===== src/include/cmb_pkg.sv =====
// Shared constants and types for the CAN mailbox transmit, remote and timing logic.
// Assumes a 32-bit register port with byte addresses and 16 mailboxes of 0x20 bytes each.
package cmb_pkg;
  // Sizes
  localparam int NUM_MB = 16;
  localparam int IDX_W = 4;
  localparam int ADDR_W = 10;
  localparam int TIM_W = 16;
  localparam int PRIO_W = 4;
  localparam int DLC_W = 4;
  localparam int MOT_W = 3;

  // Global register offsets
  localparam logic [9:0] OFS_MODE = 10'h000;
  localparam logic [9:0] OFS_IEN = 10'h004;
  localparam logic [9:0] OFS_IDIS = 10'h008;
  localparam logic [9:0] OFS_IMASK = 10'h00c;
  localparam logic [9:0] OFS_STATUS = 10'h010;
  localparam logic [9:0] OFS_TIMER = 10'h018;
  localparam logic [9:0] OFS_TSTAMP = 10'h01c;
  localparam logic [9:0] OFS_GXFER = 10'h024;
  localparam logic [9:0] OFS_GABORT = 10'h028;

  // Mailbox window: bit 9 selects it, bits 8:5 the mailbox, bits 4:0 the register
  localparam int MB_WIN_BIT = 9;
  localparam int MB_IDX_LSB = 5;
  localparam logic [4:0] MB_MODE = 5'h00;
  localparam logic [4:0] MB_STAT = 5'h10;
  localparam logic [4:0] MB_DLO = 5'h14;
  localparam logic [4:0] MB_DHI = 5'h18;
  localparam logic [4:0] MB_CTRL = 5'h1c;

  // Controller mode register fields
  localparam int MR_W = 8;
  localparam logic [7:0] MR_RESET = 8'h00;
  localparam int MR_CANEN = 0;
  localparam int MR_CAPTURE_AT_FRAME_END = 4;
  localparam int MR_TTM = 5;
  localparam int MR_TIMFRZ = 6;
  localparam int MR_RETRY_DISABLE = 7;

  // Mailbox mode register fields
  localparam int MMR_MARK_LSB = 0;
  localparam int MMR_PRIO_LSB = 16;
  localparam int MMR_MOT_LSB = 24;

  // Mailbox control register fields
  localparam int MCR_DLC_LSB = 16;
  localparam int MCR_RTR = 20;
  localparam int MCR_ABORT = 22;
  localparam int MCR_XFER = 23;

  // Mailbox object type, codes 0 to 5 in this order
  typedef enum logic [MOT_W-1:0] {
    MOT_DISABLED, MOT_RX, MOT_RX_OVR, MOT_TX, MOT_CONSUMER, MOT_PRODUCER
  } cmb_mot_type;
endpackage


===== src/hw/cmb_mailbox_ctrl.sv =====
// Mailbox transmit, abort, retry, producer/consumer and timing-mode control.
// Assumes a protocol engine on the same clock that takes the offered mailbox and
// reports start, done and lost with the mailbox index, plus matched receptions.
`timescale 1ns/1ps
`default_nettype none
// Contract
// - Transmit mode raises ready until first request
// - Frame sent only after software transfer request
// - Ready stays low until sent or aborted
// - Ready mailbox interrupt, gated by mask bit
// - Remote request bit sends a remote frame
// - Smallest priority value is offered first
// - Equal priority: lower mailbox index first
// - Global transfer bits act as mailbox requests
// - Control or global abort bit aborts transmission
// - Late abort completes; early abort flags aborted
// - Lost arbitration retries automatically while pending
// - Retry disable aborts after first failed attempt
// - Producer sends only after matching remote frame
// - Remote frame while producer ready sets ignored
// - Triggered producer behaves like transmit mailbox
// - Consumer request transmits a remote frame
// - Consumer keeps first answer, flags later ones
// - Consumer ignores the remote request bit
// - Time trigger bit selects timing mode
// - Send or receive copies capture into status
// - Time window gates transmission, no retries
// - Capture at frame start or end
// - Mailbox timestamp fields read zero in triggered mode
module cmb_mailbox_ctrl #(
  parameter int NUM_MB = cmb_pkg::NUM_MB,
  parameter int IDX_W = cmb_pkg::IDX_W
) (
  // Clock and reset
  input wire logic core_clk_in,
  input wire logic rst_in,
  // Register port
  input wire logic [cmb_pkg::ADDR_W-1:0] reg_addr_in,
  input wire logic [31:0] reg_wdata_in,
  input wire logic reg_wr_in,
  input wire logic reg_rd_in,
  output logic [31:0] reg_rdata_out,
  // Offer to the protocol engine
  output logic tx_valid_out,
  output logic [IDX_W-1:0] tx_mb_out,
  output logic tx_remote_out,
  output logic [cmb_pkg::DLC_W-1:0] tx_dlc_out,
  output logic [63:0] tx_data_out,
  // Transmit events from the engine
  input wire logic [IDX_W-1:0] eng_mb_in,
  input wire logic eng_start_in,
  input wire logic eng_done_in,
  input wire logic eng_lost_in,
  // Matched receptions from the engine
  input wire logic [IDX_W-1:0] rx_mb_in,
  input wire logic rx_valid_in,
  input wire logic rx_remote_in,
  input wire logic [cmb_pkg::DLC_W-1:0] rx_dlc_in,
  input wire logic [63:0] rx_data_in,
  // Frame marks
  input wire logic sof_in,
  input wire logic eof_in,
  // Mailbox interrupt
  output logic mb_irq_out
);
  logic [cmb_pkg::MR_W-1:0] mode_r;
  logic [NUM_MB-1:0] mask_r, ready_r, pend_r, active_r, late_r, abt_r, mmi_r;
  logic [NUM_MB-1:0] armed_r, window_r, rtr_r;
  logic [cmb_pkg::PRIO_W-1:0] prio_r [NUM_MB];
  logic [cmb_pkg::DLC_W-1:0] dlc_r [NUM_MB];
  logic [cmb_pkg::TIM_W-1:0] mark_r [NUM_MB];
  logic [cmb_pkg::TIM_W-1:0] stamp_r [NUM_MB];
  logic [31:0] dlo_r [NUM_MB];
  logic [31:0] dhi_r [NUM_MB];
  cmb_pkg::cmb_mot_type mot_r [NUM_MB];
  logic [NUM_MB-1:0] mode_wr, ctrl_wr, dlo_wr, dhi_wr, stat_rd, xfer, abort;
  logic [NUM_MB-1:0] ev_start, ev_done, ev_lost, ev_rx, eligible, set_mmi;
  logic [NUM_MB*cmb_pkg::PRIO_W-1:0] prio_flat;
  logic [cmb_pkg::TIM_W-1:0] tim, tstamp;
  logic [IDX_W-1:0] mb_idx, sel_idx;
  logic [4:0] mb_sub;
  logic mb_hit, glb_xfer, glb_abort, sel_valid, tt_sync, time_trigger_select, retry_disable;

  // Address decode
  assign mb_idx = reg_addr_in[cmb_pkg::MB_IDX_LSB +: IDX_W];
  assign mb_sub = reg_addr_in[4:0];
  assign mb_hit = reg_addr_in[cmb_pkg::MB_WIN_BIT] && (int'(mb_idx) < NUM_MB);
  assign glb_xfer = reg_wr_in && reg_addr_in == cmb_pkg::OFS_GXFER;
  assign glb_abort = reg_wr_in && reg_addr_in == cmb_pkg::OFS_GABORT;
  assign time_trigger_select = mode_r[cmb_pkg::MR_TTM];
  assign retry_disable = mode_r[cmb_pkg::MR_RETRY_DISABLE];
  // New basic cycle: reference frame into the last mailbox
  assign tt_sync = time_trigger_select && ev_rx[NUM_MB-1] && !rx_remote_in;

  for (genvar i = 0; i < NUM_MB; i++) begin : g_mb
    logic sel;
    logic is_tx, is_prod, is_cons;
    assign sel = mb_hit && (mb_idx == IDX_W'(i));
    assign is_tx = mot_r[i] == cmb_pkg::MOT_TX;
    assign is_prod = mot_r[i] == cmb_pkg::MOT_PRODUCER;
    assign is_cons = mot_r[i] == cmb_pkg::MOT_CONSUMER;
    // Per-mailbox strobes and engine events
    assign mode_wr[i] = reg_wr_in && sel && mb_sub == cmb_pkg::MB_MODE;
    assign ctrl_wr[i] = reg_wr_in && sel && mb_sub == cmb_pkg::MB_CTRL;
    assign dlo_wr[i] = reg_wr_in && sel && mb_sub == cmb_pkg::MB_DLO;
    assign dhi_wr[i] = reg_wr_in && sel && mb_sub == cmb_pkg::MB_DHI;
    assign stat_rd[i] = reg_rd_in && sel && mb_sub == cmb_pkg::MB_STAT;
    assign xfer[i] = (ctrl_wr[i] && reg_wdata_in[cmb_pkg::MCR_XFER]) ||
                     (glb_xfer && reg_wdata_in[i]);
    assign abort[i] = (ctrl_wr[i] && reg_wdata_in[cmb_pkg::MCR_ABORT]) ||
                      (glb_abort && reg_wdata_in[i]);
    assign ev_start[i] = eng_start_in && eng_mb_in == IDX_W'(i);
    assign ev_done[i] = eng_done_in && eng_mb_in == IDX_W'(i) && active_r[i];
    assign ev_lost[i] = eng_lost_in && eng_mb_in == IDX_W'(i) && active_r[i];
    assign ev_rx[i] = rx_valid_in && rx_mb_in == IDX_W'(i);
    // In triggered mode a pending mailbox contends only inside its window
    assign eligible[i] = pend_r[i] && (!time_trigger_select || window_r[i]);
    assign prio_flat[i*cmb_pkg::PRIO_W +: cmb_pkg::PRIO_W] = prio_r[i];
    // Frame dropped because ready data is still held
    assign set_mmi[i] = ev_rx[i] && ready_r[i] &&
                        ((is_prod && rx_remote_in) || (is_cons && !rx_remote_in));

    // Transfer flow; transmit events outrank transfer and abort requests, receptions rank below them, and a mode write outranks them all
    always_ff @(posedge core_clk_in) begin
      if (rst_in) begin
        ready_r[i] <= 1'b0;
        pend_r[i] <= 1'b0;
        active_r[i] <= 1'b0;
        late_r[i] <= 1'b0;
        abt_r[i] <= 1'b0;
        armed_r[i] <= 1'b0;
      end else if (mode_wr[i]) begin
        ready_r[i] <= reg_wdata_in[cmb_pkg::MMR_MOT_LSB +: cmb_pkg::MOT_W] ==
                      cmb_pkg::MOT_TX ||
                      reg_wdata_in[cmb_pkg::MMR_MOT_LSB +: cmb_pkg::MOT_W] ==
                      cmb_pkg::MOT_PRODUCER;
        pend_r[i] <= 1'b0;
        active_r[i] <= 1'b0;
        late_r[i] <= 1'b0;
        abt_r[i] <= 1'b0;
        armed_r[i] <= 1'b0;
      end else if (ev_done[i]) begin
        active_r[i] <= 1'b0;
        pend_r[i] <= 1'b0;
        late_r[i] <= 1'b0;
        armed_r[i] <= is_cons;
        ready_r[i] <= !is_cons;
      end else if (ev_lost[i]) begin
        active_r[i] <= 1'b0;
        // Stays pending for the next arbitration unless retry is off or a late abort is waiting
        if (retry_disable || late_r[i]) begin
          pend_r[i] <= 1'b0;
          late_r[i] <= 1'b0;
          ready_r[i] <= 1'b1;
          abt_r[i] <= 1'b1;
        end
      end else if (ev_start[i] && pend_r[i]) begin
        active_r[i] <= 1'b1;
      end else if (abort[i] && active_r[i]) begin
        late_r[i] <= 1'b1;
      end else if (abort[i] && (pend_r[i] || (is_prod && armed_r[i]))) begin
        pend_r[i] <= 1'b0;
        armed_r[i] <= 1'b0;
        ready_r[i] <= 1'b1;
        abt_r[i] <= 1'b1;
      end else if (xfer[i] && (is_tx || is_prod || is_cons) && !pend_r[i]) begin
        ready_r[i] <= 1'b0;
        abt_r[i] <= 1'b0;
        armed_r[i] <= is_prod;
        pend_r[i] <= !is_prod;
      end else if (ev_rx[i] && is_prod && rx_remote_in && armed_r[i]) begin
        armed_r[i] <= 1'b0;
        pend_r[i] <= 1'b1;
      end else if (ev_rx[i] && is_cons && !rx_remote_in && armed_r[i]) begin
        armed_r[i] <= 1'b0;
        ready_r[i] <= 1'b1;
      end
    end

    // Ignored-frame flag; a new drop beats the clearing status read
    always_ff @(posedge core_clk_in) begin
      if (rst_in || mode_wr[i]) begin
        mmi_r[i] <= 1'b0;
      end else if (set_mmi[i]) begin
        mmi_r[i] <= 1'b1;
      end else if (stat_rd[i]) begin
        mmi_r[i] <= 1'b0;
      end
    end

    // Time window opens at the mark, shuts on any attempt
    always_ff @(posedge core_clk_in) begin
      if (rst_in || mode_wr[i] || tt_sync) begin
        window_r[i] <= 1'b0;
      end else if (ev_lost[i] || ev_done[i]) begin
        window_r[i] <= 1'b0;
      end else if (tim == mark_r[i]) begin
        window_r[i] <= 1'b1;
      end
    end

    // Mode fields
    always_ff @(posedge core_clk_in) begin
      if (rst_in) begin
        mot_r[i] <= cmb_pkg::MOT_DISABLED;
        prio_r[i] <= '0;
        mark_r[i] <= '0;
      end else if (mode_wr[i]) begin
        mot_r[i] <= cmb_pkg::cmb_mot_type'(
                    reg_wdata_in[cmb_pkg::MMR_MOT_LSB +: cmb_pkg::MOT_W]);
        prio_r[i] <= reg_wdata_in[cmb_pkg::MMR_PRIO_LSB +: cmb_pkg::PRIO_W];
        mark_r[i] <= reg_wdata_in[cmb_pkg::MMR_MARK_LSB +: cmb_pkg::TIM_W];
      end
    end

    // Data, length and remote bit; a consumer answer overwrites data and length
    always_ff @(posedge core_clk_in) begin
      if (rst_in) begin
        dlo_r[i] <= '0;
        dhi_r[i] <= '0;
        dlc_r[i] <= '0;
        rtr_r[i] <= 1'b0;
      end else if (ev_rx[i] && is_cons && !rx_remote_in && armed_r[i]) begin
        dlo_r[i] <= rx_data_in[31:0];
        dhi_r[i] <= rx_data_in[63:32];
        dlc_r[i] <= rx_dlc_in;
      end else begin
        if (dlo_wr[i]) begin
          dlo_r[i] <= reg_wdata_in;
        end
        if (dhi_wr[i]) begin
          dhi_r[i] <= reg_wdata_in;
        end
        if (ctrl_wr[i] && reg_wdata_in[cmb_pkg::MCR_XFER]) begin
          dlc_r[i] <= reg_wdata_in[cmb_pkg::MCR_DLC_LSB +: cmb_pkg::DLC_W];
          rtr_r[i] <= reg_wdata_in[cmb_pkg::MCR_RTR];
        end
      end
    end

    // Timestamp of the last frame sent or stored by this mailbox
    always_ff @(posedge core_clk_in) begin
      if (rst_in) begin
        stamp_r[i] <= '0;
      end else if (ev_done[i] || (ev_rx[i] && is_cons && !rx_remote_in && armed_r[i])) begin
        stamp_r[i] <= tstamp;
      end
    end

  end

  // Priority pick among contending mailboxes
  cmb_prio_arb #(
    .N(NUM_MB),
    .IDX_W(IDX_W),
    .PRIO_W(cmb_pkg::PRIO_W)
  ) u_arb (
    .req_in(eligible),
    .prio_in(prio_flat),
    .valid_out(sel_valid),
    .idx_out(sel_idx)
  );

  // Timer and frame capture
  cmb_timebase #(
    .TIM_W(cmb_pkg::TIM_W)
  ) u_time (
    .core_clk_in(core_clk_in),
    .rst_in(rst_in),
    .sync_clr_in(tt_sync),
    .freeze_en_in(mode_r[cmb_pkg::MR_TIMFRZ]),
    .at_eof_in(mode_r[cmb_pkg::MR_CAPTURE_AT_FRAME_END]),
    .sof_in(sof_in),
    .eof_in(eof_in),
    .count_out(tim),
    .capture_out(tstamp)
  );

  // Controller mode and interrupt mask
  always_ff @(posedge core_clk_in) begin
    if (rst_in) begin
      mode_r <= cmb_pkg::MR_RESET;
      mask_r <= '0;
    end else if (reg_wr_in) begin
      if (reg_addr_in == cmb_pkg::OFS_MODE) begin
        mode_r <= reg_wdata_in[cmb_pkg::MR_W-1:0];
      end
      if (reg_addr_in == cmb_pkg::OFS_IEN) begin
        mask_r <= mask_r | reg_wdata_in[NUM_MB-1:0];
      end
      if (reg_addr_in == cmb_pkg::OFS_IDIS) begin
        mask_r <= mask_r & ~reg_wdata_in[NUM_MB-1:0];
      end
    end
  end

  // Registered offer; a disabled controller offers nothing
  always_ff @(posedge core_clk_in) begin
    if (rst_in) begin
      tx_valid_out <= 1'b0;
      tx_mb_out <= '0;
      tx_remote_out <= 1'b0;
      tx_dlc_out <= '0;
      tx_data_out <= '0;
    end else begin
      tx_valid_out <= sel_valid && mode_r[cmb_pkg::MR_CANEN];
      tx_mb_out <= sel_idx;
      // A consumer always sends a remote frame whatever its bit says
      tx_remote_out <= (mot_r[sel_idx] == cmb_pkg::MOT_CONSUMER) ? 1'b1 : rtr_r[sel_idx];
      tx_dlc_out <= dlc_r[sel_idx];
      tx_data_out <= {dhi_r[sel_idx], dlo_r[sel_idx]};
    end
  end

  // Interrupt while any unmasked mailbox holds ready
  always_ff @(posedge core_clk_in) begin
    if (rst_in) begin
      mb_irq_out <= 1'b0;
    end else begin
      mb_irq_out <= |(ready_r & mask_r);
    end
  end

  // Read data, one cycle after the strobe; unmapped reads give zero
  always_ff @(posedge core_clk_in) begin
    if (rst_in || !reg_rd_in) begin
      reg_rdata_out <= '0;
    end else if (mb_hit) begin
      case (mb_sub)
        cmb_pkg::MB_MODE: reg_rdata_out <= {5'h00, mot_r[mb_idx], 4'h0, prio_r[mb_idx],
                                            mark_r[mb_idx]};
        cmb_pkg::MB_STAT: reg_rdata_out <= {7'h00, mmi_r[mb_idx], ready_r[mb_idx],
                                            abt_r[mb_idx], 1'b0, rtr_r[mb_idx], dlc_r[mb_idx],
                                            time_trigger_select ? 16'h0000 : stamp_r[mb_idx]};
        cmb_pkg::MB_DLO: reg_rdata_out <= dlo_r[mb_idx];
        cmb_pkg::MB_DHI: reg_rdata_out <= dhi_r[mb_idx];
        default: reg_rdata_out <= '0;
      endcase
    end else begin
      case (reg_addr_in)
        cmb_pkg::OFS_MODE: reg_rdata_out <= 32'(mode_r);
        cmb_pkg::OFS_IMASK: reg_rdata_out <= 32'(mask_r);
        cmb_pkg::OFS_STATUS: reg_rdata_out <= 32'(ready_r);
        cmb_pkg::OFS_TIMER: reg_rdata_out <= 32'(tim);
        cmb_pkg::OFS_TSTAMP: reg_rdata_out <= 32'(tstamp);
        default: reg_rdata_out <= '0;
      endcase
    end
  end
endmodule
`default_nettype wire


===== src/hw/cmb_prio_arb.sv =====
// Picks the pending mailbox with the smallest priority value, lowest index on a tie.
// Purely combinational; the caller registers the result.
`timescale 1ns/1ps
`default_nettype none
module cmb_prio_arb #(
  parameter int N = cmb_pkg::NUM_MB,
  parameter int IDX_W = cmb_pkg::IDX_W,
  parameter int PRIO_W = cmb_pkg::PRIO_W
) (
  // Candidates
  input wire logic [N-1:0] req_in,
  input wire logic [N*PRIO_W-1:0] prio_in,
  // Winner
  output logic valid_out,
  output logic [IDX_W-1:0] idx_out
);
  logic [PRIO_W-1:0] best_p;

  // Walk from the top index down so a tie falls to the lower index
  always_comb begin
    valid_out = 1'b0;
    idx_out = '0;
    best_p = '1;
    for (int i = N - 1; i >= 0; i--) begin
      if (req_in[i] && (!valid_out || prio_in[i*PRIO_W +: PRIO_W] <= best_p)) begin
        valid_out = 1'b1;
        idx_out = IDX_W'(i);
        best_p = prio_in[i*PRIO_W +: PRIO_W];
      end
    end
  end
endmodule
`default_nettype wire


===== src/hw/cmb_timebase.sv =====
// Free-running internal timer with freeze and frame-edge capture register.
// Frame marks come from the protocol engine on the same clock.
`timescale 1ns/1ps
`default_nettype none
module cmb_timebase #(
  parameter int TIM_W = cmb_pkg::TIM_W
) (
  // Clock and reset
  input wire logic core_clk_in,
  input wire logic rst_in,
  // Control
  input wire logic sync_clr_in,
  input wire logic freeze_en_in,
  input wire logic at_eof_in,
  // Frame marks
  input wire logic sof_in,
  input wire logic eof_in,
  // Values
  output logic [TIM_W-1:0] count_out,
  output logic [TIM_W-1:0] capture_out
);
  // Counter; with freeze it parks at all ones to avoid a silent roll-over
  always_ff @(posedge core_clk_in) begin
    if (rst_in || sync_clr_in) begin
      count_out <= '0;
    end else if (!(freeze_en_in && count_out == '1)) begin
      count_out <= count_out + 1'b1;
    end
  end

  // Capture at start or end of frame
  always_ff @(posedge core_clk_in) begin
    if (rst_in) begin
      capture_out <= '0;
    end else if (at_eof_in ? eof_in : sof_in) begin
      capture_out <= count_out;
    end
  end
endmodule
`default_nettype wire


===== config.mk =====
export PLATFORM = sky130hd
export DESIGN_NAME = cmb_mailbox_ctrl
export DESIGN_NICKNAME = d
export VERILOG_FILES = /design/src/include/cmb_pkg.sv /design/src/hw/cmb_mailbox_ctrl.sv /design/src/hw/cmb_prio_arb.sv /design/src/hw/cmb_timebase.sv
export SDC_FILE = /design/constraint.sdc
export NUM_CORES = 2
export LEC_CHECK = 0
export BUFFER_PORTS_ARGS = -buffer_cell sky130_fd_sc_hd__clkbuf_2
export CORE_UTILIZATION = 35
export DETAILED_ROUTE_END_ITERATION = 7
export RECOVER_POWER = 50
export SKIP_CTS_REPAIR_TIMING = 1
export SLEW_MARGIN = 10
export SYNTH_ARGS = -nofsm -noshare
export SYNTH_HDL_FRONTEND = slang
export SYNTH_SLANG_ARGS = --single-unit
export TNS_END_PERCENT = 100

===== constraint.sdc =====
create_clock -name core_clk_in -period 23.6 [get_ports core_clk_in]
set_input_delay 3.54 -clock core_clk_in [delete_from_list [all_inputs] [get_ports core_clk_in]]
set_output_delay 3.54 -clock core_clk_in [all_outputs]
set_load 0.01 [all_outputs]

Yosys cells after proc, flatten, opt, wreduce, memory -nomap -nowiden
Memory sizes are Yosys's and may differ from the RTL's. A register that Yosys moved wholly into a read port is not among the register bits.
Cells that the tools add are included.
- register bits: 239
- RAM bits: 1712
- input port bits: 129
- logic and storage cells: 2904
- memories: 7
- memory list (name ; words ; width ; rd ports ; clocked after memory_dff ; wr ports ; RTL line ; source):
    dhi_r ; 16 ; 32 ; 2 ; 1 ; 16 ; cmb_mailbox_ctrl.sv:74 ; logic [31:0] dhi_r [NUM_MB];
    dlo_r ; 16 ; 32 ; 2 ; 1 ; 16 ; cmb_mailbox_ctrl.sv:73 ; logic [31:0] dlo_r [NUM_MB];
    mark_r ; 16 ; 16 ; 17 ; 0 ; 16 ; cmb_mailbox_ctrl.sv:71 ; logic [cmb_pkg::TIM_W-1:0] mark_r [NUM_MB];
    stamp_r ; 16 ; 16 ; 1 ; 0 ; 16 ; cmb_mailbox_ctrl.sv:72 ; logic [cmb_pkg::TIM_W-1:0] stamp_r [NUM_MB];
    dlc_r ; 16 ; 4 ; 2 ; 1 ; 16 ; cmb_mailbox_ctrl.sv:70 ; logic [cmb_pkg::DLC_W-1:0] dlc_r [NUM_MB];
    prio_r ; 16 ; 4 ; 17 ; 0 ; 16 ; cmb_mailbox_ctrl.sv:69 ; logic [cmb_pkg::PRIO_W-1:0] prio_r [NUM_MB];
    +1 memories ; n/a ; n/a ; n/a ; n/a ; n/a ; n/a ;
- $add $sub $neg: 1
- order comparisons: 17
- equal/unequal tests: 285
- muxes and demuxes: 1123
- bitwise gates (word level): 196
- reduce and logical (&&, ||, !) cells: 1122
- operator list (kind ; count):
    $mux 32 ; 65
    $mux 1 ; 921
    $logic_and 1x1->1 ; 581
    $mux 16 ; 35
    $mux 4 ; 79
    $eq 16x16->1 ; 16
    $logic_or 1x1->1 ; 210
    $ne 2x2->1 const B ; 80
    $or 1x1->1 ; 160
    $reduce_and 5->1 ; 32
    $ne 4x4->1 const B ; 32
    $pmux 32 s4 ; 1
    $reduce_and 4->1 ; 32
    $eq 3x3->1 const B ; 34
    $eq 4x4->1 const B ; 24
    $ne 6x6->1 const B ; 16
    $reduce_bool 6->1 ; 16
    $pmux 16 s5 ; 1
    $reduce_bool 5->1 ; 16
    $logic_not 1->1 ; 66
    $reduce_bool 2->1 ; 33
    $ne 4x3->1 const B ; 16
    $reduce_bool 4->1 ; 16
    $reduce_or 2->1 ; 32
    other kinds (29) ; 230

Logic depth before layout (Yosys ltp)
- depth in word-level cells: 67
- gate-level depth with buffers: 142
- depth with buffers taken out: 133

By module
From an unflattened synthesis, not the netlist that was laid out.
- cell total of the unflattened synthesis: 8549
- area, all modules: 113563.9 sq um
- modules (own cells, without submodules) (module ; times used ; cells an instance ; area an instance (sq um) ; seq. area each (sq um)):
    cmb_mailbox_ctrl ; 1 ; 7909 ; 108650.5 ; 56914.6
    cmb_prio_arb ; 1 ; 468 ; 3393.3 ; 0.0
    cmb_timebase ; 1 ; 172 ; 1520.2 ; 640.6

Least setup slack after synthesis
OpenSTA, ideal clock, no wires.
- kind: reg-to-reg
- start: register mode_r[5] (netlist bit)
- end: register tx_remote_out
- setup time: 0.127 ns
- arrival: 24.059 ns
- slack: -0.586 ns
- stages on the path, launching flop included: 131
- buffers on the path: 7
- clock period less this slack: 24.186 ns
- cells stage by stage: dfxtp_1 > buf_2 > nand2b_1 > nand2_1 > nor2_1 > ha_1 > nor2b_1 > or3_1 > a21bo_2 > a211oi_1 > o21bai_1 > nor2_1 > a21oi_1 > ha_1 > nor2b_1 > o21ai_0 > o21ai_0 > a21oi_1 > [95 not listed] > a41oi_1 > a21oi_1 > inv_1 > mux2_2 > ha_1 > nor2b_1 > o21ai_0 > nand2b_1 > a21oi_1 > a41oi_1 > a21oi_1 > or2_2 > nor4_4 > buf_2 > inv_2 > o311ai_0 > a21oi_1 > or3_1
- cells in the longest elaborated chain, start to end: 67
- ends and longest elaborated chain (item ; RTL line ; source):
    from (decl) ; cmb_mailbox_ctrl.sv:66 ; logic [cmb_pkg::MR_W-1:0] mode_r;
    from (signal assigned) ; cmb_mailbox_ctrl.sv:282 ; mode_r <= cmb_pkg::MR_RESET;
    from (signal assigned) ; cmb_mailbox_ctrl.sv:286 ; mode_r <= reg_wdata_in[cmb_pkg::MR_W-1:0];
    $logic_not 1->1 (*) ; cmb_mailbox_ctrl.sv:117 ; assign eligible[i] = pend_r[i] && (!time_trigger_select || window_r[i]);
    $logic_or 1x1->1 ; cmb_mailbox_ctrl.sv:117 ;
    $logic_and 1x1->1 ; cmb_mailbox_ctrl.sv:117 ;
    $mux 4 or $mux 1 (tied branches) ; cmb_prio_arb.sv:25 ; if (req_in[i] && (!valid_out || prio_in[i*PRIO_W +: PRIO_W] <= best_p)) begin
    $le 4x4->1 or $logic_not 1->1 (tied branches) ; cmb_prio_arb.sv:25 ;
    $logic_or 1x1->1 ; cmb_prio_arb.sv:25 ;
    $logic_and 1x1->1 ; cmb_prio_arb.sv:25 ;
    $mux 4 or $mux 1 (tied branches) ; cmb_prio_arb.sv:25 ;
    [51 not listed] ; n/a ;
    $mux 4 or $mux 1 (tied branches) ; cmb_prio_arb.sv:25 ;
    $le 4x4->1 or $logic_not 1->1 (tied branches) ; cmb_prio_arb.sv:25 ;
    $logic_or 1x1->1 ; cmb_prio_arb.sv:25 ;
    $logic_and 1x1->1 ; cmb_prio_arb.sv:25 ;
    $mux 4 (*) ; cmb_prio_arb.sv:25 ;
    $mem_v2 16x3 or $bmux 1 s4 (tied branches) ; n/a ;
    $eq 3x3->1 or $mux 1 (tied branches) ; cmb_mailbox_ctrl.sv:309 ; tx_remote_out <= (mot_r[sel_idx] == cmb_pkg::MOT_CONSUMER) ? 1'b1 : rtr_r[sel_idx];
    $mux 1 (*) ; cmb_mailbox_ctrl.sv:309 ;
    to (signal assigned) ; cmb_mailbox_ctrl.sv:309 ;
    to (decl) ; cmb_mailbox_ctrl.sv:46 ; output logic tx_remote_out,
Mark *: on every way between the ends. The rest lies on a longest branch, timed or not. The select of a mux whose other input is x is not followed.
A chain may end at the register's enable or synchronous reset.

Worst setup path after layout
- start: register window_r[15]
- end: register tx_data_out[19], read port of dlo_r
- cells in the longest elaborated chain, start to end: 63
- ends and longest elaborated chain (item ; RTL line ; source):
    from (decl) ; cmb_mailbox_ctrl.sv:68 ; logic [NUM_MB-1:0] armed_r, window_r, rtr_r;
    from (signal, indexed assignment) ; cmb_mailbox_ctrl.sv:194 ; window_r[i] <= 1'b0;
    from (signal, indexed assignment) ; cmb_mailbox_ctrl.sv:196 ; window_r[i] <= 1'b0;
    from (signal, indexed assignment) ; cmb_mailbox_ctrl.sv:198 ; window_r[i] <= 1'b1;
    $logic_or 1x1->1 (*) ; cmb_mailbox_ctrl.sv:117 ;
    $logic_and 1x1->1 (*) ; cmb_mailbox_ctrl.sv:117 ;
    $mux 4 or $mux 1 (tied branches) ; cmb_prio_arb.sv:25 ;
    $le 4x4->1 or $logic_not 1->1 (tied branches) ; cmb_prio_arb.sv:25 ;
    $logic_or 1x1->1 ; cmb_prio_arb.sv:25 ;
    $logic_and 1x1->1 ; cmb_prio_arb.sv:25 ;
    $mux 4 or $mux 1 (tied branches) ; cmb_prio_arb.sv:25 ;
    $le 4x4->1 or $logic_not 1->1 (tied branches) ; cmb_prio_arb.sv:25 ;
    [47 not listed] ; n/a ;
    $le 4x4->1 or $logic_not 1->1 (tied branches) ; cmb_prio_arb.sv:25 ;
    $logic_or 1x1->1 ; cmb_prio_arb.sv:25 ;
    $logic_and 1x1->1 ; cmb_prio_arb.sv:25 ;
    $mux 4 or $mux 1 (tied branches) ; cmb_prio_arb.sv:25 ;
    $le 4x4->1 or $logic_not 1->1 (tied branches) ; cmb_prio_arb.sv:25 ;
    $logic_or 1x1->1 ; cmb_prio_arb.sv:25 ;
    $logic_and 1x1->1 ; cmb_prio_arb.sv:25 ;
    $mux 4 (*) ; cmb_prio_arb.sv:25 ;
    to (decl) ; cmb_mailbox_ctrl.sv:48 ; output logic [63:0] tx_data_out,
Mark *: on every way between the ends. The rest lies on a longest branch, timed or not.

==> run metrics <==
TNS Setup=0 ns; Slowest cell on crit path=ha_1; Initial DRC Count=14.4k; family with the most delay on the worst path=compound AO/OA/AOI/OAI gates; CP Buf/Inv Count=16; worst-skew pair later-pin latency=0.97 ns; Hold Path Cell Cnt=2; # IOs=236; final hold vios=0; Post-Place Cell Area=121000 um^2; Seq pwr share=47.6%; die area=325000 um^2; Setup CP Type=reg -> reg; Yosys warning count=0; routed wire length per instance=37.7 um; Most used DFF post-synth=edfxtp_1; CTS tree=yes; initial antenna violation count=97; clk sinks=2019; static leakage=43.9 nW; R2R setup slack=0.42 ns; number of distinct library cells after synthesis=94; pwr dens=66.0 nW/um^2; Worst-path clk slew=0.06 ns; number of fill cells=29.8k; Area Growth Syn to Fin=16.1%; Total GRT Usage=30.8%; gpl congestion=0.986; final core utilization=40.8%; Final ANT Viol Nets=0; r2r startpoint=window_r[15]$_SDFFE_PP0N_; input/output buffers=235; DRC=7; die width=570 um; grt ovf=0; Post-synth EDFFs=1712; Worst EP required=24.40 ns; upper clock frequency limit=43.1 MHz; # H-tree levels=4; Worst Hold Endpoint=mode_r[3]$_SDFFE_PP0P_; # setup viols final=0; Pre-Repair DR Iteration Count=8; ys async rst share=0%; Hold WS=0.460 ns; Reg2Reg Capture Point=tx_data_out[19]$_SDFF_PP0_; Int Pwr=6.45 mW; final period utilization=98.2%; Cells after DPL=13.3k; Worst-Margin Slew=4.53 ns; Peak supply drop=0.0605 mV; drt total wl=524 mm; register bit total from synthesis=2019; initial core utilization=35.2%; sequential share of the synthesized area=50.9%; run status=finished, violations left; Net Sw Frac=25.5%; R2R depth=132; startpoint class of the critical path=register; layout cells sized above 1=22.7%; first-pass GRT wire length=702 mm; Longest Clk Path Bufs=4; post-synthesis cell area=113000 um^2; Final min period=23.18 ns; hold path start=mode_r[3]$_SDFFE_PP0P_; Slew Limit Headroom=-202%; Comb pwr share=9.4%; Final Max Slew Viols=1644; Cells after Synth=9241; CP most frequent cell=a21o_1; Max Fanout on Critical Path=8; pre-CTS setup slack=-0.897 ns; Net Count, Synth=9418; Setup WS post-layout=0.417 ns; hpwl dp=328 mm; CP endpoint kind=register; Nets=9536; Tot Pwr=8.66 mW; P_sw=2.21 mW; vias in the first global route=86.9k; failing checks=DRC, capacitance limit, slew limit; type of the worst min-delay path=reg -> reg; Max-cap violations=56; Vias/cell=6.61; clk_skew=0.108 ns; RSZ-0062 raised after global routing=yes; CTS Buf Count=227; largest net degree at the start of global routing=128; CP arrival=23.98 ns; row cnt=208; vias=91.8k; Finished Cell Area=131000 um^2; mean post-synth cell area=12.2 um^2; Clk pwr share=43.0%; Largest stage delay, worst path=0.37 ns; chip height=570 um; root buffer cell=clkbuf_16; Core Area=321000 um^2; non-filler cells, final=13.9k
[cell usage in the layout, fill, tap and decap left out, types with 30 or more instances in the layout]
master     instances
edfxtp_1        1712
a22o_1          1052
mux4_2           555
nand2_1          495
buf_4            495
a21oi_1          355
nor2_1           340
and2_1           323
and2_0           323
dfxtp_1          304
mux2i_1          289
xnor2_1          255
nand3_1          254
clkbuf_16        243
clkbuf_1         216
a211oi_1         209
nor2b_1          176
o21ai_0          135
mux2_2           124
clkbuf_2         120
nand4_1           98
a31oi_1           96
nor3_1            84
a211o_1           75
buf_12            62
inv_1             61
and3_1            47
o221a_2           44
diode_2           41
a22oi_1           41
a211oi_2          39
clkinv_2          38
xor2_1            35
clkinv_1          32
or2_2             31
nor2_4            30
[sequential cells by signal (all words and copies together), names as in the netlist, 32 cells and up, named ones only]
| name | flops |
|---|---|
| dlo_r | 512 |
| dlc_r | 64 |
| mark_r | 256 |
| tx_data_out | 64 |
| mot_r | 48 |
| stamp_r | 256 |
| prio_r | 64 |
| reg_rdata_out | 32 |
| dhi_r | 512 |
[worst register-to-register path: cells and delay by family (launching register included)]
| kind | cells | cell delay [ns] |
|---|---|---|
| AO/OA/AOI/OAI | 67 | 11.78 |
| adder cells (fa/ha/maj) | 17 | 4.33 |
| buffers and inverters | 16 | 2.26 |
| flip-flops | 1 | 0.33 |
| multiplexers | 2 | 0.67 |
| AND/OR/NAND/NOR | 30 | 3.65 |
[layer usage]
metal | global-route usage, % | wire [um] | up-vias
met4 | 20.4 | 40900 | 64
li1 | - | - | 36400
met3 | 8.76 | 70800 | 1787
met1 | 39.5 | 190000 | 46200
met2 | 45.3 | 221000 | 7403
met5 | 0 | 435 | -
[final cells by class]
type | count | area [um^2] | share of cell area (%)
sequential | 2019 | 57600 | 43.9
inverter | 68 | 258 | 0.197
timing repair buffer | 916 | 7330 | 5.59
multi-input combinational | 6127 | 52900 | 40.4
clock buffer | 293 | 6140 | 4.69
tap | 4305 | 5390 | 4.11
antenna | 41 | 103 | 0.0782
clock inverter | 123 | 1420 | 1.08
[power by group through the flow]
stage	Sequential, mW	Combinational, mW	Clock [mW]
6_report	4.12	0.810	3.72
3_5_place_dp	4.19	0.774	0
3_3_place_gp	4.18	0.770	0
4_1_cts	4.11	0.777	3.73
5_1_grt	4.14	0.820	3.85
2_1_floorplan	4.14	0.450	0
[cells in the mapped netlist (180+ instances only)]
cell      instances  share of area (%)
clkbuf_1        758                2.5
xnor2_1         255                2.0
a21oi_1         373                1.7
edfxtp_1       1712                 46
a22o_1         1052                8.2
nand2_1         512                1.7
nor2_1          378                1.3
a211oi_1        246                1.6
mux2i_1         295                2.6
buf_1           180               0.60
mux4_2          555                 11
nand3_1         261                1.2
and2_1          645                3.6
dfxtp_1         307                5.4
nor2b_1         184                1.0
[worst max-delay path by stage]
stage                              start  cells past startpoint                          to  slack, ns
3_3_place_gp   window_r[15]$_SDFFE_PP0N_                    128    tx_remote_out$_SDFF_PP0_      -0.66
4_1_cts          pend_r[15]$_SDFFE_PP0P_                    128    tx_remote_out$_SDFF_PP0_      -1.08
2_1_floorplan     mode_r[5]$_SDFFE_PP0P_                    129    tx_remote_out$_SDFF_PP0_       0.06
3_5_place_dp   window_r[15]$_SDFFE_PP0N_                    129    tx_remote_out$_SDFF_PP0_      -0.90
6_report       window_r[15]$_SDFFE_PP0N_                    132  tx_data_out[19]$_SDFF_PP0_       0.42
5_1_grt        window_r[15]$_SDFFE_PP0N_                    133    tx_dlc_out[3]$_SDFF_PP0_      -0.85
[cells by family (layout without fill, tap and decap cells)]
logic type      after synthesis  count (layout)  synth area share [%]
other cells                   0              41                     0
simple gates               2419            2420                  11.1
mux                         993             993                  15.1
compound gates             2374            2374                  16.2
fa+ha+maj                    50              50                 0.549
xor+xnor                    290             290                  2.25
flops                      2019            2019                  50.9
buf+inv                    1096            1400                  3.86
No activity file was read; power rests on OpenSTA's default activity.
